## src/core/boot_cfg_pkg.sv

```systemverilog
// Operation
// - Isolation input low during reset is latched when reset rises.
// - While isolated, the fail pin and bus pins are left undriven and no fetch is made.
// - Twelve-word boot record is fetched from the fixed top address.
// - Low bytes of words 0..2 fill region-0 config, lowest first.
// - Word 4 of the boot record is reserved zero and never loaded.
// - Region table valid clears at init; all requests use region 0.
// - Region-0 config is preset to the most relaxed bus settings first.
// - First byte applies at once; bytes 1-2 use new waits, then rewrite.
// - Load first instruction pointer, control block pointer, six sums.
// - Pointers, six sums and all-ones must add to zero to pass.
// - After passing, cache control block, NMI entry, supervisor stack.
// - Load remaining region table and global config; valid bit applies.
// - Base addresses are cached until reset or reinitialization.
// - Arithmetic controls image is copied into the controls register.
// - Fault config bit 30 set masks the unaligned fault.
// - Cache config bit 16 set disables the instruction cache.
// - Cache stays off until reinit or an enabling control command.
// - Low four bits give cached register sets; above five use RAM.
// - A call on a full register cache spills the oldest set.
// - Fail output low during each self test, released on bus pass.
// - Internal test enable is sampled when reset rises.
package boot_cfg_pkg;

  localparam logic [31:0] IBR_BASE = 32'hFFFF_FF00;
  localparam logic [4:0] IBR_CFG2_IDX = 5'h02;
  localparam logic [4:0] IBR_IP_IDX = 5'h03;
  localparam logic [4:0] IBR_RSVD_IDX = 5'h04;
  localparam logic [4:0] IBR_PRCB_IDX = 5'h05;
  localparam logic [4:0] IBR_LAST_IDX = 5'h0B;
  localparam logic [31:0] CHECKSUM_SEED = 32'hFFFF_FFFF;

  // Region configuration field positions
  localparam int RD_ADDR_WAIT_LSB = 3;
  localparam int RD_DATA_WAIT_LSB = 8;
  localparam int TURN_WAIT_LSB = 10;
  localparam int WR_ADDR_WAIT_LSB = 12;
  localparam int WR_DATA_WAIT_LSB = 17;
  localparam logic [31:0] MC_RELAXED = (32'h0000_001F << RD_ADDR_WAIT_LSB)
    | (32'h0000_0003 << RD_DATA_WAIT_LSB)
    | (32'h0000_0003 << TURN_WAIT_LSB)
    | (32'h0000_001F << WR_ADDR_WAIT_LSB)
    | (32'h0000_0003 << WR_DATA_WAIT_LSB);
  localparam int TBL_VALID_BIT = 0;

  // Control block word indices
  localparam logic [4:0] PRCB_FAULT_TBL = 5'h00;
  localparam logic [4:0] PRCB_CTL_TBL = 5'h01;
  localparam logic [4:0] PRCB_ARITH = 5'h02;
  localparam logic [4:0] PRCB_FAULT_CFG = 5'h03;
  localparam logic [4:0] PRCB_INTR_TBL = 5'h04;
  localparam logic [4:0] PRCB_SYSPROC = 5'h05;
  localparam logic [4:0] PRCB_ISTACK = 5'h07;
  localparam logic [4:0] PRCB_ICACHE = 5'h08;
  localparam logic [4:0] PRCB_RCACHE = 5'h09;
  localparam int UNALIGNED_OK_BIT = 30;
  localparam int ICACHE_OFF_BIT = 16;
  localparam logic [3:0] RCACHE_FREE_SETS = 4'h5;
  localparam logic [31:0] SSP_OFFSET = 32'h0000_000C;
  localparam logic [31:0] NMI_OFFSET = 32'h0000_0024;
  localparam logic [31:0] SP_OFFSET = 32'h0000_0040;
  localparam logic [4:0] CTL_FIRST_IDX = 5'h01;
  localparam logic [4:0] CTL_GLOBAL_IDX = 5'h10;
  localparam logic [7:0] ITEST_CYCLES = 8'h40;

  // Register map
  localparam logic [7:0] REG_CTRL = 8'h00;
  localparam logic [7:0] REG_REINIT_PRCB = 8'h04;
  localparam logic [7:0] REG_STATUS = 8'h08;
  localparam logic [7:0] REG_REGION0 = 8'h0C;
  localparam logic [7:0] REG_BUS_GLOBAL = 8'h10;
  localparam logic [7:0] REG_FIRST_IP = 8'h14;
  localparam logic [7:0] REG_PRCB_PTR = 8'h18;
  localparam logic [7:0] REG_ARITH = 8'h1C;
  localparam logic [7:0] REG_FRAME_PTR = 8'h20;
  localparam logic [7:0] REG_STACK_PTR = 8'h24;
  localparam logic [7:0] REG_NMI_VEC = 8'h28;
  localparam logic [7:0] REG_SUP_STACK = 8'h2C;
  localparam int CTRL_REINIT = 0;
  localparam int CTRL_ICACHE_ON = 1;
  localparam int ST_DONE = 0;
  localparam int ST_HALT = 1;
  localparam int ST_ISOL = 2;
  localparam int ST_ITEST = 3;
  localparam int ST_TBL_VALID = 4;
  localparam int ST_ICOFF = 5;

  typedef struct packed {
    logic valid;
    logic [31:0] addr;
    logic [31:0] bus_cfg;
  } mem_req_s;

  typedef struct packed {
    logic valid;
    logic [31:0] data;
  } mem_rsp_s;

endpackage

```

## src/core/boot_config_loader.sv

```systemverilog
`timescale 1ns/1ps
module boot_config_loader (
  // Clock and reset
  input wire logic clk_i,
  input wire logic rst_n_i,
  // Straps
  input wire logic isolate_n_i,
  input wire logic internal_test_enable_i,
  // Pin drive
  output logic fail_n_o,
  output logic fail_oe_o,
  output logic bus_oe_o,
  // Boot memory
  output boot_cfg_pkg::mem_req_s mem_req_o,
  input wire boot_cfg_pkg::mem_rsp_s mem_rsp_i,
  // Register cache
  input wire logic call_i,
  input wire logic ret_i,
  output logic spill_o,
  // Configuration state
  output logic [31:0] region0_bus_config_o,
  output logic region_table_valid_o,
  output logic unaligned_fault_en_o,
  output logic icache_disable_o,
  output logic [31:0] arith_ctl_image_o,
  output logic [3:0] reg_cache_sets_o,
  output logic reg_cache_in_ram_o,
  output logic init_done_o,
  // AHB-Lite slave
  input wire logic hsel_i,
  input wire logic [31:0] haddr_i,
  input wire logic [1:0] htrans_i,
  input wire logic hwrite_i,
  input wire logic [2:0] hsize_i,
  input wire logic [31:0] hwdata_i,
  input wire logic hready_i,
  output logic [31:0] hrdata_o,
  output logic hreadyout_o,
  output logic hresp_o
);
  import boot_cfg_pkg::*;

  typedef enum logic [3:0] {
    S_START, S_ISOLATED, S_ITEST, S_GAP, S_IBR, S_PRCB,
    S_NMI, S_SSP, S_CTL, S_READY, S_HALT
  } load_state_e;

  load_state_e state_reg;
  logic [4:0] idx_reg;
  logic [7:0] test_cnt_reg;
  logic isolate_reg;
  logic test_en_reg;
  logic fail_n_reg;
  logic [31:0] region0_reg;
  logic [7:0] cfg_byte1_reg;
  logic [31:0] region_tbl [1:15];
  logic [31:0] bus_global_reg;
  logic tbl_valid_reg;
  logic [31:0] sum_reg;
  logic [31:0] first_ip_reg;
  logic [31:0] prcb_ptr_reg;
  logic [31:0] fault_tbl_reg;
  logic [31:0] ctl_tbl_reg;
  logic [31:0] arith_reg;
  logic [31:0] fault_cfg_reg;
  logic [31:0] intr_tbl_reg;
  logic [31:0] sysproc_reg;
  logic [31:0] frame_ptr_reg;
  logic [31:0] stack_ptr_reg;
  logic [31:0] nmi_vec_reg;
  logic [31:0] sup_stack_reg;
  logic [31:0] rcache_cfg_reg;
  logic icache_off_reg;
  logic [3:0] occ_reg;
  logic spill_reg;
  logic [31:0] reinit_prcb_reg;
  logic ahb_wr_reg;
  logic [7:0] ahb_addr_reg;
  logic [31:0] hrdata_reg;
  logic [31:0] rd_word;
  logic [31:0] status_word;
  logic [31:0] sum_next;
  logic rsp_ok;
  logic ahb_go;
  logic ctrl_wr;
  logic reinit_req;
  logic icache_on_req;
  logic [3:0] rc_sets;

  // Regions other than 0 apply only once the table is valid
  function automatic logic [31:0] sel_cfg(input logic [31:0] addr,
                                          input logic valid_tbl,
                                          input logic [31:0] r0,
                                          input logic [31:0] rn);
    if (valid_tbl && (addr[31:28] != 4'h0)) begin
      return rn;
    end
    return r0;
  endfunction

  assign rsp_ok = mem_req_o.valid && mem_rsp_i.valid;
  assign sum_next = sum_reg + mem_rsp_i.data;
  assign ahb_go = hsel_i && htrans_i[1] && hready_i;
  assign ctrl_wr = ahb_wr_reg && (ahb_addr_reg == REG_CTRL);
  assign reinit_req = ctrl_wr && hwdata_i[CTRL_REINIT];
  assign icache_on_req = ctrl_wr && hwdata_i[CTRL_ICACHE_ON];
  assign rc_sets = rcache_cfg_reg[3:0];

  // Fetch address per phase; requests go out in index order
  always_comb begin
    mem_req_o.valid = 1'b0;
    mem_req_o.addr = IBR_BASE;
    case (state_reg)
      S_IBR: begin
        mem_req_o.valid = 1'b1;
        mem_req_o.addr = IBR_BASE + {25'h0, idx_reg, 2'b00};
      end
      S_PRCB: begin
        mem_req_o.valid = 1'b1;
        mem_req_o.addr = prcb_ptr_reg + {25'h0, idx_reg, 2'b00};
      end
      S_NMI: begin
        mem_req_o.valid = 1'b1;
        mem_req_o.addr = intr_tbl_reg + NMI_OFFSET;
      end
      S_SSP: begin
        mem_req_o.valid = 1'b1;
        mem_req_o.addr = sysproc_reg + SSP_OFFSET;
      end
      S_CTL: begin
        mem_req_o.valid = 1'b1;
        mem_req_o.addr = ctl_tbl_reg + {25'h0, idx_reg, 2'b00};
      end
      default: begin
        mem_req_o.valid = 1'b0;
      end
    endcase
    mem_req_o.bus_cfg = sel_cfg(mem_req_o.addr, tbl_valid_reg, region0_reg,
      region_tbl[mem_req_o.addr[31:28] == 4'h0 ? 4'h1
                 : mem_req_o.addr[31:28]]);
  end

  // Straps follow the pins throughout reset; the last sample holds
  always_ff @(posedge clk_i) begin
    if (!rst_n_i) begin
      isolate_reg <= !isolate_n_i;
      test_en_reg <= internal_test_enable_i;
    end
  end

  always_ff @(posedge clk_i) begin
    if (!rst_n_i) begin
      state_reg <= S_START;
    end else begin
      case (state_reg)
        S_START: begin
          state_reg <= isolate_reg ? S_ISOLATED : S_ITEST;
        end
        S_ITEST: begin
          if (test_cnt_reg == 8'h00) begin
            state_reg <= S_GAP;
          end
        end
        S_GAP: begin
          state_reg <= S_IBR;
        end
        S_IBR: begin
          if (rsp_ok && (idx_reg == IBR_LAST_IDX)) begin
            state_reg <= (sum_next == 32'h0000_0000) ? S_PRCB : S_HALT;
          end
        end
        S_PRCB: begin
          if (rsp_ok && (idx_reg == PRCB_RCACHE)) begin
            state_reg <= S_NMI;
          end
        end
        S_NMI: begin
          if (rsp_ok) begin
            state_reg <= S_SSP;
          end
        end
        S_SSP: begin
          if (rsp_ok) begin
            state_reg <= S_CTL;
          end
        end
        S_CTL: begin
          if (rsp_ok && (idx_reg == CTL_GLOBAL_IDX)) begin
            state_reg <= S_READY;
          end
        end
        S_READY: begin
          if (reinit_req) begin
            state_reg <= S_PRCB;
          end
        end
        default: begin
          state_reg <= state_reg;
        end
      endcase
    end
  end

  // Word index: ascending, one step per completed fetch; boot record skips word 4
  always_ff @(posedge clk_i) begin
    if (!rst_n_i) begin
      idx_reg <= 5'h00;
    end else if (state_reg == S_READY || state_reg == S_GAP) begin
      idx_reg <= 5'h00;
    end else if (rsp_ok) begin
      if (state_reg == S_IBR && idx_reg == IBR_IP_IDX) begin
        idx_reg <= IBR_PRCB_IDX;
      end else if (state_reg == S_SSP) begin
        idx_reg <= CTL_FIRST_IDX;
      end else if (state_reg == S_IBR && idx_reg == IBR_LAST_IDX) begin
        idx_reg <= 5'h00;
      end else begin
        idx_reg <= idx_reg + 5'h01;
      end
    end
  end

  always_ff @(posedge clk_i) begin
    if (!rst_n_i) begin
      test_cnt_reg <= 8'h00;
    end else if (state_reg == S_START) begin
      test_cnt_reg <= test_en_reg ? ITEST_CYCLES - 8'h01 : 8'h00;
    end else if (test_cnt_reg != 8'h00) begin
      test_cnt_reg <= test_cnt_reg - 8'h01;
    end
  end

  // Fail pin: low in each test, high between them and after a pass
  always_ff @(posedge clk_i) begin
    if (!rst_n_i) begin
      fail_n_reg <= 1'b0;
    end else if (state_reg == S_ITEST && test_cnt_reg == 8'h00) begin
      fail_n_reg <= 1'b1;
    end else if (state_reg == S_GAP) begin
      fail_n_reg <= 1'b0;
    end else if (state_reg == S_IBR && rsp_ok
                 && idx_reg == IBR_LAST_IDX) begin
      fail_n_reg <= (sum_next == 32'h0000_0000);
    end
  end

  // Region-0 bootstrap and table valid handling
  always_ff @(posedge clk_i) begin
    if (!rst_n_i) begin
      region0_reg <= MC_RELAXED;
      cfg_byte1_reg <= 8'h00;
      tbl_valid_reg <= 1'b0;
    end else if (state_reg == S_START) begin
      region0_reg <= MC_RELAXED;
      tbl_valid_reg <= 1'b0;
    end else if (state_reg == S_READY && reinit_req) begin
      tbl_valid_reg <= 1'b0;
    end else if (state_reg == S_IBR && rsp_ok) begin
      if (idx_reg == 5'h00) begin
        region0_reg[7:0] <= mem_rsp_i.data[7:0];
      end else if (idx_reg == 5'h01) begin
        cfg_byte1_reg <= mem_rsp_i.data[7:0];
      end else if (idx_reg == IBR_CFG2_IDX) begin
        region0_reg <= {8'h00, mem_rsp_i.data[7:0], cfg_byte1_reg,
                        region0_reg[7:0]};
      end
    end else if (state_reg == S_CTL && rsp_ok
                 && idx_reg == CTL_GLOBAL_IDX) begin
      tbl_valid_reg <= mem_rsp_i.data[TBL_VALID_BIT];
    end
  end

  always_ff @(posedge clk_i) begin
    if (!rst_n_i) begin
      bus_global_reg <= 32'h0000_0000;
    end else if (state_reg == S_CTL && rsp_ok
                 && idx_reg == CTL_GLOBAL_IDX) begin
      bus_global_reg <= mem_rsp_i.data;
    end
  end

  genvar gi;
  generate
    for (gi = 1; gi < 16; gi++) begin : g_region
      always_ff @(posedge clk_i) begin
        if (!rst_n_i) begin
          region_tbl[gi] <= MC_RELAXED;
        end else if (state_reg == S_CTL && rsp_ok
                     && idx_reg == 5'(gi)) begin
          region_tbl[gi] <= mem_rsp_i.data;
        end
      end
    end
  endgenerate

  // Bus confidence checksum and boot pointers
  always_ff @(posedge clk_i) begin
    if (!rst_n_i) begin
      sum_reg <= CHECKSUM_SEED;
      first_ip_reg <= 32'h0000_0000;
      prcb_ptr_reg <= 32'h0000_0000;
    end else if (state_reg == S_GAP) begin
      sum_reg <= CHECKSUM_SEED;
    end else if (state_reg == S_READY && reinit_req) begin
      prcb_ptr_reg <= reinit_prcb_reg;
    end else if (state_reg == S_IBR && rsp_ok
                 && idx_reg >= IBR_IP_IDX) begin
      sum_reg <= sum_next;
      if (idx_reg == IBR_IP_IDX) begin
        first_ip_reg <= mem_rsp_i.data;
      end
      if (idx_reg == IBR_PRCB_IDX) begin
        prcb_ptr_reg <= mem_rsp_i.data;
      end
    end
  end

  // Control block caching
  always_ff @(posedge clk_i) begin
    if (!rst_n_i) begin
      fault_tbl_reg <= 32'h0000_0000;
      ctl_tbl_reg <= 32'h0000_0000;
      arith_reg <= 32'h0000_0000;
      fault_cfg_reg <= 32'h0000_0000;
      intr_tbl_reg <= 32'h0000_0000;
      sysproc_reg <= 32'h0000_0000;
      frame_ptr_reg <= 32'h0000_0000;
      stack_ptr_reg <= 32'h0000_0000;
      rcache_cfg_reg <= 32'h0000_0000;
      nmi_vec_reg <= 32'h0000_0000;
      sup_stack_reg <= 32'h0000_0000;
    end else if (rsp_ok && state_reg == S_PRCB) begin
      case (idx_reg)
        PRCB_FAULT_TBL: fault_tbl_reg <= mem_rsp_i.data;
        PRCB_CTL_TBL: ctl_tbl_reg <= mem_rsp_i.data;
        PRCB_ARITH: arith_reg <= mem_rsp_i.data;
        PRCB_FAULT_CFG: fault_cfg_reg <= mem_rsp_i.data;
        PRCB_INTR_TBL: intr_tbl_reg <= mem_rsp_i.data;
        PRCB_SYSPROC: sysproc_reg <= mem_rsp_i.data;
        PRCB_ISTACK: begin
          frame_ptr_reg <= mem_rsp_i.data;
          stack_ptr_reg <= mem_rsp_i.data + SP_OFFSET;
        end
        PRCB_RCACHE: rcache_cfg_reg <= mem_rsp_i.data;
        default: begin
        end
      endcase
    end else if (rsp_ok && state_reg == S_NMI) begin
      nmi_vec_reg <= mem_rsp_i.data;
    end else if (rsp_ok && state_reg == S_SSP) begin
      sup_stack_reg <= mem_rsp_i.data;
    end
  end

  // Load from the control block wins over an enabling command
  always_ff @(posedge clk_i) begin
    if (!rst_n_i) begin
      icache_off_reg <= 1'b0;
    end else if (rsp_ok && state_reg == S_PRCB
                 && idx_reg == PRCB_ICACHE) begin
      icache_off_reg <= mem_rsp_i.data[ICACHE_OFF_BIT];
    end else if (icache_on_req) begin
      icache_off_reg <= 1'b0;
    end
  end

  // Register set cache occupancy; a call when full spills the oldest
  always_ff @(posedge clk_i) begin
    if (!rst_n_i || state_reg == S_START) begin
      occ_reg <= 4'h0;
      spill_reg <= 1'b0;
    end else begin
      spill_reg <= call_i && !ret_i && (occ_reg >= rc_sets);
      if (call_i && !ret_i && occ_reg < rc_sets) begin
        occ_reg <= occ_reg + 4'h1;
      end else if (ret_i && !call_i && occ_reg != 4'h0) begin
        occ_reg <= occ_reg - 4'h1;
      end
    end
  end

  // AHB-Lite slave, zero wait states
  always_ff @(posedge clk_i) begin
    if (!rst_n_i) begin
      ahb_wr_reg <= 1'b0;
      ahb_addr_reg <= 8'h00;
      hrdata_reg <= 32'h0000_0000;
    end else begin
      ahb_wr_reg <= ahb_go && hwrite_i;
      if (ahb_go) begin
        ahb_addr_reg <= haddr_i[7:0];
      end
      if (ahb_go && !hwrite_i) begin
        hrdata_reg <= rd_word;
      end
    end
  end

  always_ff @(posedge clk_i) begin
    if (!rst_n_i) begin
      reinit_prcb_reg <= 32'h0000_0000;
    end else if (ahb_wr_reg && ahb_addr_reg == REG_REINIT_PRCB) begin
      reinit_prcb_reg <= hwdata_i;
    end
  end

  always_comb begin
    status_word = 32'h0000_0000;
    status_word[ST_DONE] = (state_reg == S_READY);
    status_word[ST_HALT] = (state_reg == S_HALT);
    status_word[ST_ISOL] = isolate_reg;
    status_word[ST_ITEST] = test_en_reg;
    status_word[ST_TBL_VALID] = tbl_valid_reg;
    status_word[ST_ICOFF] = icache_off_reg;
  end

  always_comb begin
    if (haddr_i[7:0] == REG_REINIT_PRCB) begin
      rd_word = reinit_prcb_reg;
    end else if (haddr_i[7:0] == REG_STATUS) begin
      rd_word = status_word;
    end else if (haddr_i[7:0] == REG_REGION0) begin
      rd_word = region0_reg;
    end else if (haddr_i[7:0] == REG_BUS_GLOBAL) begin
      rd_word = bus_global_reg;
    end else if (haddr_i[7:0] == REG_FIRST_IP) begin
      rd_word = first_ip_reg;
    end else if (haddr_i[7:0] == REG_PRCB_PTR) begin
      rd_word = prcb_ptr_reg;
    end else if (haddr_i[7:0] == REG_ARITH) begin
      rd_word = arith_reg;
    end else if (haddr_i[7:0] == REG_FRAME_PTR) begin
      rd_word = frame_ptr_reg;
    end else if (haddr_i[7:0] == REG_STACK_PTR) begin
      rd_word = stack_ptr_reg;
    end else if (haddr_i[7:0] == REG_NMI_VEC) begin
      rd_word = nmi_vec_reg;
    end else if (haddr_i[7:0] == REG_SUP_STACK) begin
      rd_word = sup_stack_reg;
    end else begin
      rd_word = 32'h0000_0000;
    end
  end

  assign hrdata_o = hrdata_reg;
  assign hreadyout_o = 1'b1;
  assign hresp_o = 1'b0;
  assign fail_n_o = fail_n_reg;
  assign fail_oe_o = !isolate_reg;
  assign bus_oe_o = !isolate_reg;
  assign spill_o = spill_reg;
  assign region0_bus_config_o = region0_reg;
  assign region_table_valid_o = tbl_valid_reg;
  assign unaligned_fault_en_o = !fault_cfg_reg[UNALIGNED_OK_BIT];
  assign icache_disable_o = icache_off_reg;
  assign arith_ctl_image_o = arith_reg;
  assign reg_cache_sets_o = rc_sets;
  assign reg_cache_in_ram_o = (rc_sets > RCACHE_FREE_SETS);
  assign init_done_o = (state_reg == S_READY);
endmodule

```

## config.mk

```make
export PLATFORM = sky130hd
export DESIGN_NAME = boot_config_loader
export DESIGN_NICKNAME = d
export VERILOG_FILES = /design/src/core/boot_cfg_pkg.sv /design/src/core/boot_config_loader.sv
export SDC_FILE = /design/constraint.sdc
export NUM_CORES = 2
export LEC_CHECK = 0
export BUFFER_PORTS_ARGS = -buffer_cell sky130_fd_sc_hd__clkbuf_2
export CAP_MARGIN = 40
export CORE_ASPECT_RATIO = 1.75
export CORE_MARGIN = 3
export CORE_UTILIZATION = 45
export CTS_BUF_LIST = sky130_fd_sc_hd__clkbuf_8
export DETAILED_ROUTE_END_ITERATION = 7
export PLACE_DENSITY = 0.7
export SLEW_MARGIN = 20
export SYNTH_ARGS = -nofsm -noshare
export SYNTH_HDL_FRONTEND = slang
export SYNTH_SLANG_ARGS = --single-unit
```

## constraint.sdc

```tcl
create_clock -name clk_i -period 12.87 [get_ports clk_i]
set_input_delay 1.287 -clock clk_i [delete_from_list [all_inputs] [get_ports clk_i]]
set_output_delay 1.287 -clock clk_i [all_outputs]
set_load 0.02 [all_outputs]
```

After elaboration in Yosys (flattened, before gate mapping)
Memory sizes are Yosys's and may differ from the RTL's.
Index checks and enable logic that the tools add are counted.

word-level totals
  register bits after elaboration = 551
  memory bits (writable) = 480
  output and inout port bits = 176
  memories kept = 1

memory list
  memory      words  width  rd ports  clocked after Yosys merged registers in  wr ports  line                      source
  region_tbl  15     32     1         0                                        15        boot_config_loader.sv:56  logic [31:0] region_tbl [1:15];

cells by class
  add/sub/neg operators = 11
  magnitude comparators = 4
  eq/ne operators = 44
  muxes and demuxes = 106
  bitwise logic cells = 24
  reduce and logical (&&, ||, !) cells = 93

operator list
  cell                     number
  $mux W32                 31
  $pmux W32 S5             1
  $add A32 B7 Y32          2
  $mux W1                  53
  $logic_and A1 B1 Y1      46
  $mux W4                  11
  $eq A5 B4 Y1 const B     8
  $pmux W4 S9              1
  $add A32 B32 Y32         1
  $add A32 B4 Y32 const B  1
  $add A32 B6 Y32 const B  1
  $add A32 B7 Y32 const B  1
  $eq A8 B5 Y1 const B     4
  $eq A8 B6 Y1 const B     4
  $logic_not A32 Y1        1
  $mux W8                  4
  $eq A5 B3 Y1 const B     4
  $reduce_and A2 Y1        10
  $eq A4 B3 Y1 const B     4
  $eq A8 B3 Y1 const B     2
  $eq A8 B4 Y1 const B     2
  $logic_not A8 Y1         2
  $mux W5                  3
  $or A1 B1 Y1             15
  other kinds (35)         70

Logic depth before layout (Yosys ltp)
  depth after elaboration = 12
  mapped depth = 24
  mapped depth without buffers = 16

Least setup slack after synthesis
Ideal clock, no wire load.

  kind = register -> output
  from = register state_reg[1]
  to = output port mem_req_o[13] (netlist name)
  data arrival time = 5259 ps
  data required time = 11583 ps
  setup slack = 6324 ps
  stages on the path, launching flop included = 24
  buffers on the path = 8
  cell sequence = dfxtp_1 buf_2 or4b_1 buf_2 buf_6 clkbuf_1 buf_1 clkbuf_1 nand2_1 nand2_1 ha_1 fa_1 a41oi_1 o21ai_0 nand4_2 nor2_1 mux2_2 nor2_1 clkbuf_1 buf_1 nor3_1 nor4_1 a211oi_1 o211ai_1

RTL lines
  item                    line                       source
  from (decl)             boot_config_loader.sv:48   load_state_e state_reg;
  from (signal assigned)  boot_config_loader.sv:157  state_reg <= isolate_reg ? S_ISOLATED : S_ITEST;
  from (signal assigned)  boot_config_loader.sv:169  state_reg <= (sum_next == 32'h0000_0000) ? S_PRCB : S_HALT;
  from (signal assigned)  boot_config_loader.sv:198  state_reg <= state_reg;
  to (decl)               boot_config_loader.sv:14   output boot_cfg_pkg::mem_req_s mem_req_o,

==> flow_metrics.tcl <==
set metrics [dict create \
    cts_made_buffers 147 \
    fin_worst_skew_ns 0.0508 \
    min_to "region0_bus_config_o[14]" \
    grt_overflow 0 \
    drt_iter0_drc 5092 \
    whs_path_depth 2 \
    final_cell_area_um2 54400 \
    worstSetupPathType "flop to output pin" \
    finalSetupViolCount 0 \
    netlist_area_um2 48500 \
    drive_gt1_share_pct 14.2 \
    reg2reg_slack_ns 8.97 \
    cts_root_buf "clkbuf_8" \
    timing.hold.ws_ns 0.441 \
    final_antenna_net_count 0 \
    wl_per_cell_um 27.2 \
    rsz0062_at_grt "false" \
    crit_path_top_delay_cell "a21oi_4" \
    place_area_um2 51400 \
    clk_pin_slew_worst_paths_ns 0.06 \
    dieArea_um2 112000 \
    ys_ff_latch 995 \
    cp_max_fo 49 \
    finalMaxSlewViolations 0 \
    initial_core_util_pct 45.6 \
    grt_max_degree 234 \
    cp_common_cell "buf_4" \
    yosys_warnings 0 \
    area_growth_pct 12.1 \
    portBuffers 248 \
    fill_cells 9602 \
    crit_chain "or4b_2 -> buf_4 -> nand2_1 -> nand2_1 -> ha_1 -> fa_1 -> a41oi_1 -> o21ai_0 -> buf_4 -> nand4_2 -> nor2_1 -> mux2_2 -> nor2_4 -> clkinv_2 -> a21oi_4 -> buf_4 -> mux2_2 -> o21ai_0 -> o211ai_1 -> clkbuf_2" \
    finalNonFillerCells 6796 \
    dr.pass1.iters 7 \
    via_per_inst 6.35 \
    worst_hold_startpoint "cfg_byte1_reg[6]" \
    r2r_end "state_reg[3]" \
    synth.distinct_cells 87 \
    hp-class "flop to flop" \
    ir_worst_vdd_v 0.000108 \
    slowest_delay_ns 0.77 \
    htreeDepth 4 \
    final_core_util_pct 51.1 \
    syn_avg_cell_area_um2 9.28 \
    synthCells 5233 \
    post-cts-setup-buffers 0 \
    fin_crit_sh_pct 74.5 \
    tightestPinTransition_ns 1.22 \
    min_period_ns 9.59 \
    setup_tns_ns 0 \
    hold_viol_final 0 \
    relSlewSlack_pct 18.6 \
    routed_wirelength_um 185000 \
    placedCellCount 6523 \
    synth_edf_count 482 \
    grt_pass1_vias 41725 \
    fp.dieW_um 254 \
    vias 43151 \
    cp-start-kind "flop" \
    antenna_found_initial 8 \
    power_density_nw_per_um2 119 \
    worstPathBufferInverterCount 5 \
    largest-register "region_tbl" \
    worst_r2r_startpoint "sum_reg[4]" \
    io_pins 287 \
    grt.total_usage_pct 32.2 \
    p_leak_nw 18.2 \
    die_h_um 440 \
    crit_path_end_kind "output pin" \
    worstPathArrival_ns 8.30 \
    synth-main-ff-cell "dfxtp_1" \
    rr_worst_depth 11 \
    gp_congestion 0.956 \
    fmax_ghz 0.104 \
    async_reset_ff_share_pct 0 \
    cts_tree "built" \
    cts_sinks 995 \
    cts_buffer_depth 3 \
    cts_resized 0 \
    nNetsFinal 5489 \
    clock_latency_ns 0.88 \
    grt_pass1_wl_um 266000 \
    crit_family "compound AO/OA/AOI/OAI gates" \
    yosysSeqAreaShare_pct 51.0 \
    fp-row-count 158 \
    drc 0 \
    worst_ep_required_time_ns 11.58 \
    core_area_um2 107000 \
    largest_reg_flops 480 \
    cts_hold_buf 0 \
    outcome "completed" \
    place_hpwl_um 121000 \
    drv_cap 0 \
]
[where the power goes]
part | internal (mW) | switching (mW) | total (mW)
registers | 3.36 | 0.0393 | 3.40
clock network | 1.24 | 1.27 | 2.51
logic | 0.161 | 0.392 | 0.553
[Yosys cell counts, types with 40 or more instances]
| master | n | area, um^2 |
|---|---|---|
| nand2_1 | 1024 | 3840 |
| dfxtp_1 | 513 | 10300 |
| a21oi_1 | 491 | 2460 |
| edfxtp_1 | 482 | 14500 |
| clkbuf_1 | 424 | 1590 |
| nor2_1 | 244 | 916 |
| and2_1 | 208 | 1300 |
| or3_1 | 190 | 1190 |
| o21ai_0 | 156 | 781 |
| mux2i_1 | 139 | 1390 |
| nand3_1 | 114 | 571 |
| nor3_1 | 88 | 440 |
| xnor2_1 | 85 | 744 |
| nand2b_1 | 59 | 369 |
| a211oi_1 | 58 | 435 |
| ha_1 | 52 | 651 |
| xor2_1 | 50 | 438 |
| o211ai_1 | 48 | 360 |
| mux2_2 | 47 | 529 |
| and3_1 | 45 | 282 |
| inv_1 | 43 | 161 |
| o221ai_1 | 43 | 377 |
| o22ai_1 | 40 | 250 |
[worst max-delay path by stage]
stage | from | to | slack [ns] | cells after the start
2_1_floorplan | state_reg[1] | mem_req_o[13] | 6.32 | 23
4_1_cts | state_reg[0] | mem_req_o[18] | 3.35 | 20
5_1_grt | state_reg[0] | mem_req_o[13] | 3.00 | 20
3_5_place_dp | state_reg[0] | mem_req_o[18] | 4.28 | 20
6_report | state_reg[3] | mem_req_o[13] | 3.28 | 20
3_3_place_gp | state_reg[3] | mem_req_o[5] | 4.33 | 20
[cell usage in the layout (no fill, tap or decap), types with 36 or more instances in the layout]
cell type | netlist | layout
nand2_1 | 1024 | 1023
dfxtp_1 | 513 | 513
a21oi_1 | 491 | 490
edfxtp_1 | 482 | 482
clkbuf_2 | 0 | 248
nor2_1 | 244 | 221
and2_1 | 208 | 208
or3_1 | 190 | 189
clkbuf_8 | 0 | 166
o21ai_0 | 156 | 140
mux2i_1 | 139 | 138
buf_4 | 12 | 135
nand3_1 | 114 | 110
inv_1 | 43 | 97
xnor2_1 | 85 | 85
nor3_1 | 88 | 85
nand2b_1 | 59 | 59
a211oi_1 | 58 | 58
ha_1 | 52 | 52
xor2_1 | 50 | 50
o211ai_1 | 48 | 48
mux2_2 | 47 | 47
and3_1 | 45 | 44
o221ai_1 | 43 | 43
o22ai_1 | 40 | 40
a221oi_1 | 39 | 39
a311oi_1 | 39 | 39
a22oi_1 | 36 | 36
[routing by layer]
metal  wire length (um)  vias to the layer above  part of all wire [%]  global-route usage (%)
li1                   -                    18981                     -                       -
met1              62400                    20602                    34                    36.3
met2              86700                     2798                    47                    53.1
met3              19100                      766                    10                    6.89
met4              16500                        4                   8.9                    25.0
met5                 29                        -                 0.016                       0
[stage by stage]
stage / total power, mW / setup slack, ns
after floorplan: 3.80 / 6.32
after global placement: 3.99 / 4.33
after detailed placement: 4.01 / 4.28
after CTS: 6.48 / 3.35
after global routing: 6.65 / 3.00
final: 6.47 / 3.28
[layout make-up]
class,instances,area [um^2],share of cell area [%]
flip-flops and latches,995,24700,45.5
multi-input cells,3714,22100,40.6
repair buffers,415,2890,5.30
clock buffers,166,2280,4.20
well taps,1360,1700,3.13
clock inverters,91,500,0.919
inverters,50,198,0.363
diodes,5,12.5,0.0230
[tightest hold or removal path: stages (launching register included)]
cell     delay (ns)
dfxtp_1        0.31
nand2_1        0.05
nand3_1        0.06
[kinds of logic after synthesis]
kind of cell | after synthesis | share of synthesized area (%)
AND/OR/NAND/NOR | 2111 | 20.4
flip-flops | 995 | 51.0
other | 2 | 0.0155
XOR/XNOR | 135 | 2.44
adder cells (fa/ha/maj) | 55 | 1.46
AO/OA/AOI/OAI | 1214 | 16.3
multiplexers | 189 | 4.06
buffers and inverters | 532 | 4.30
(Power assumes the default switching activity.)
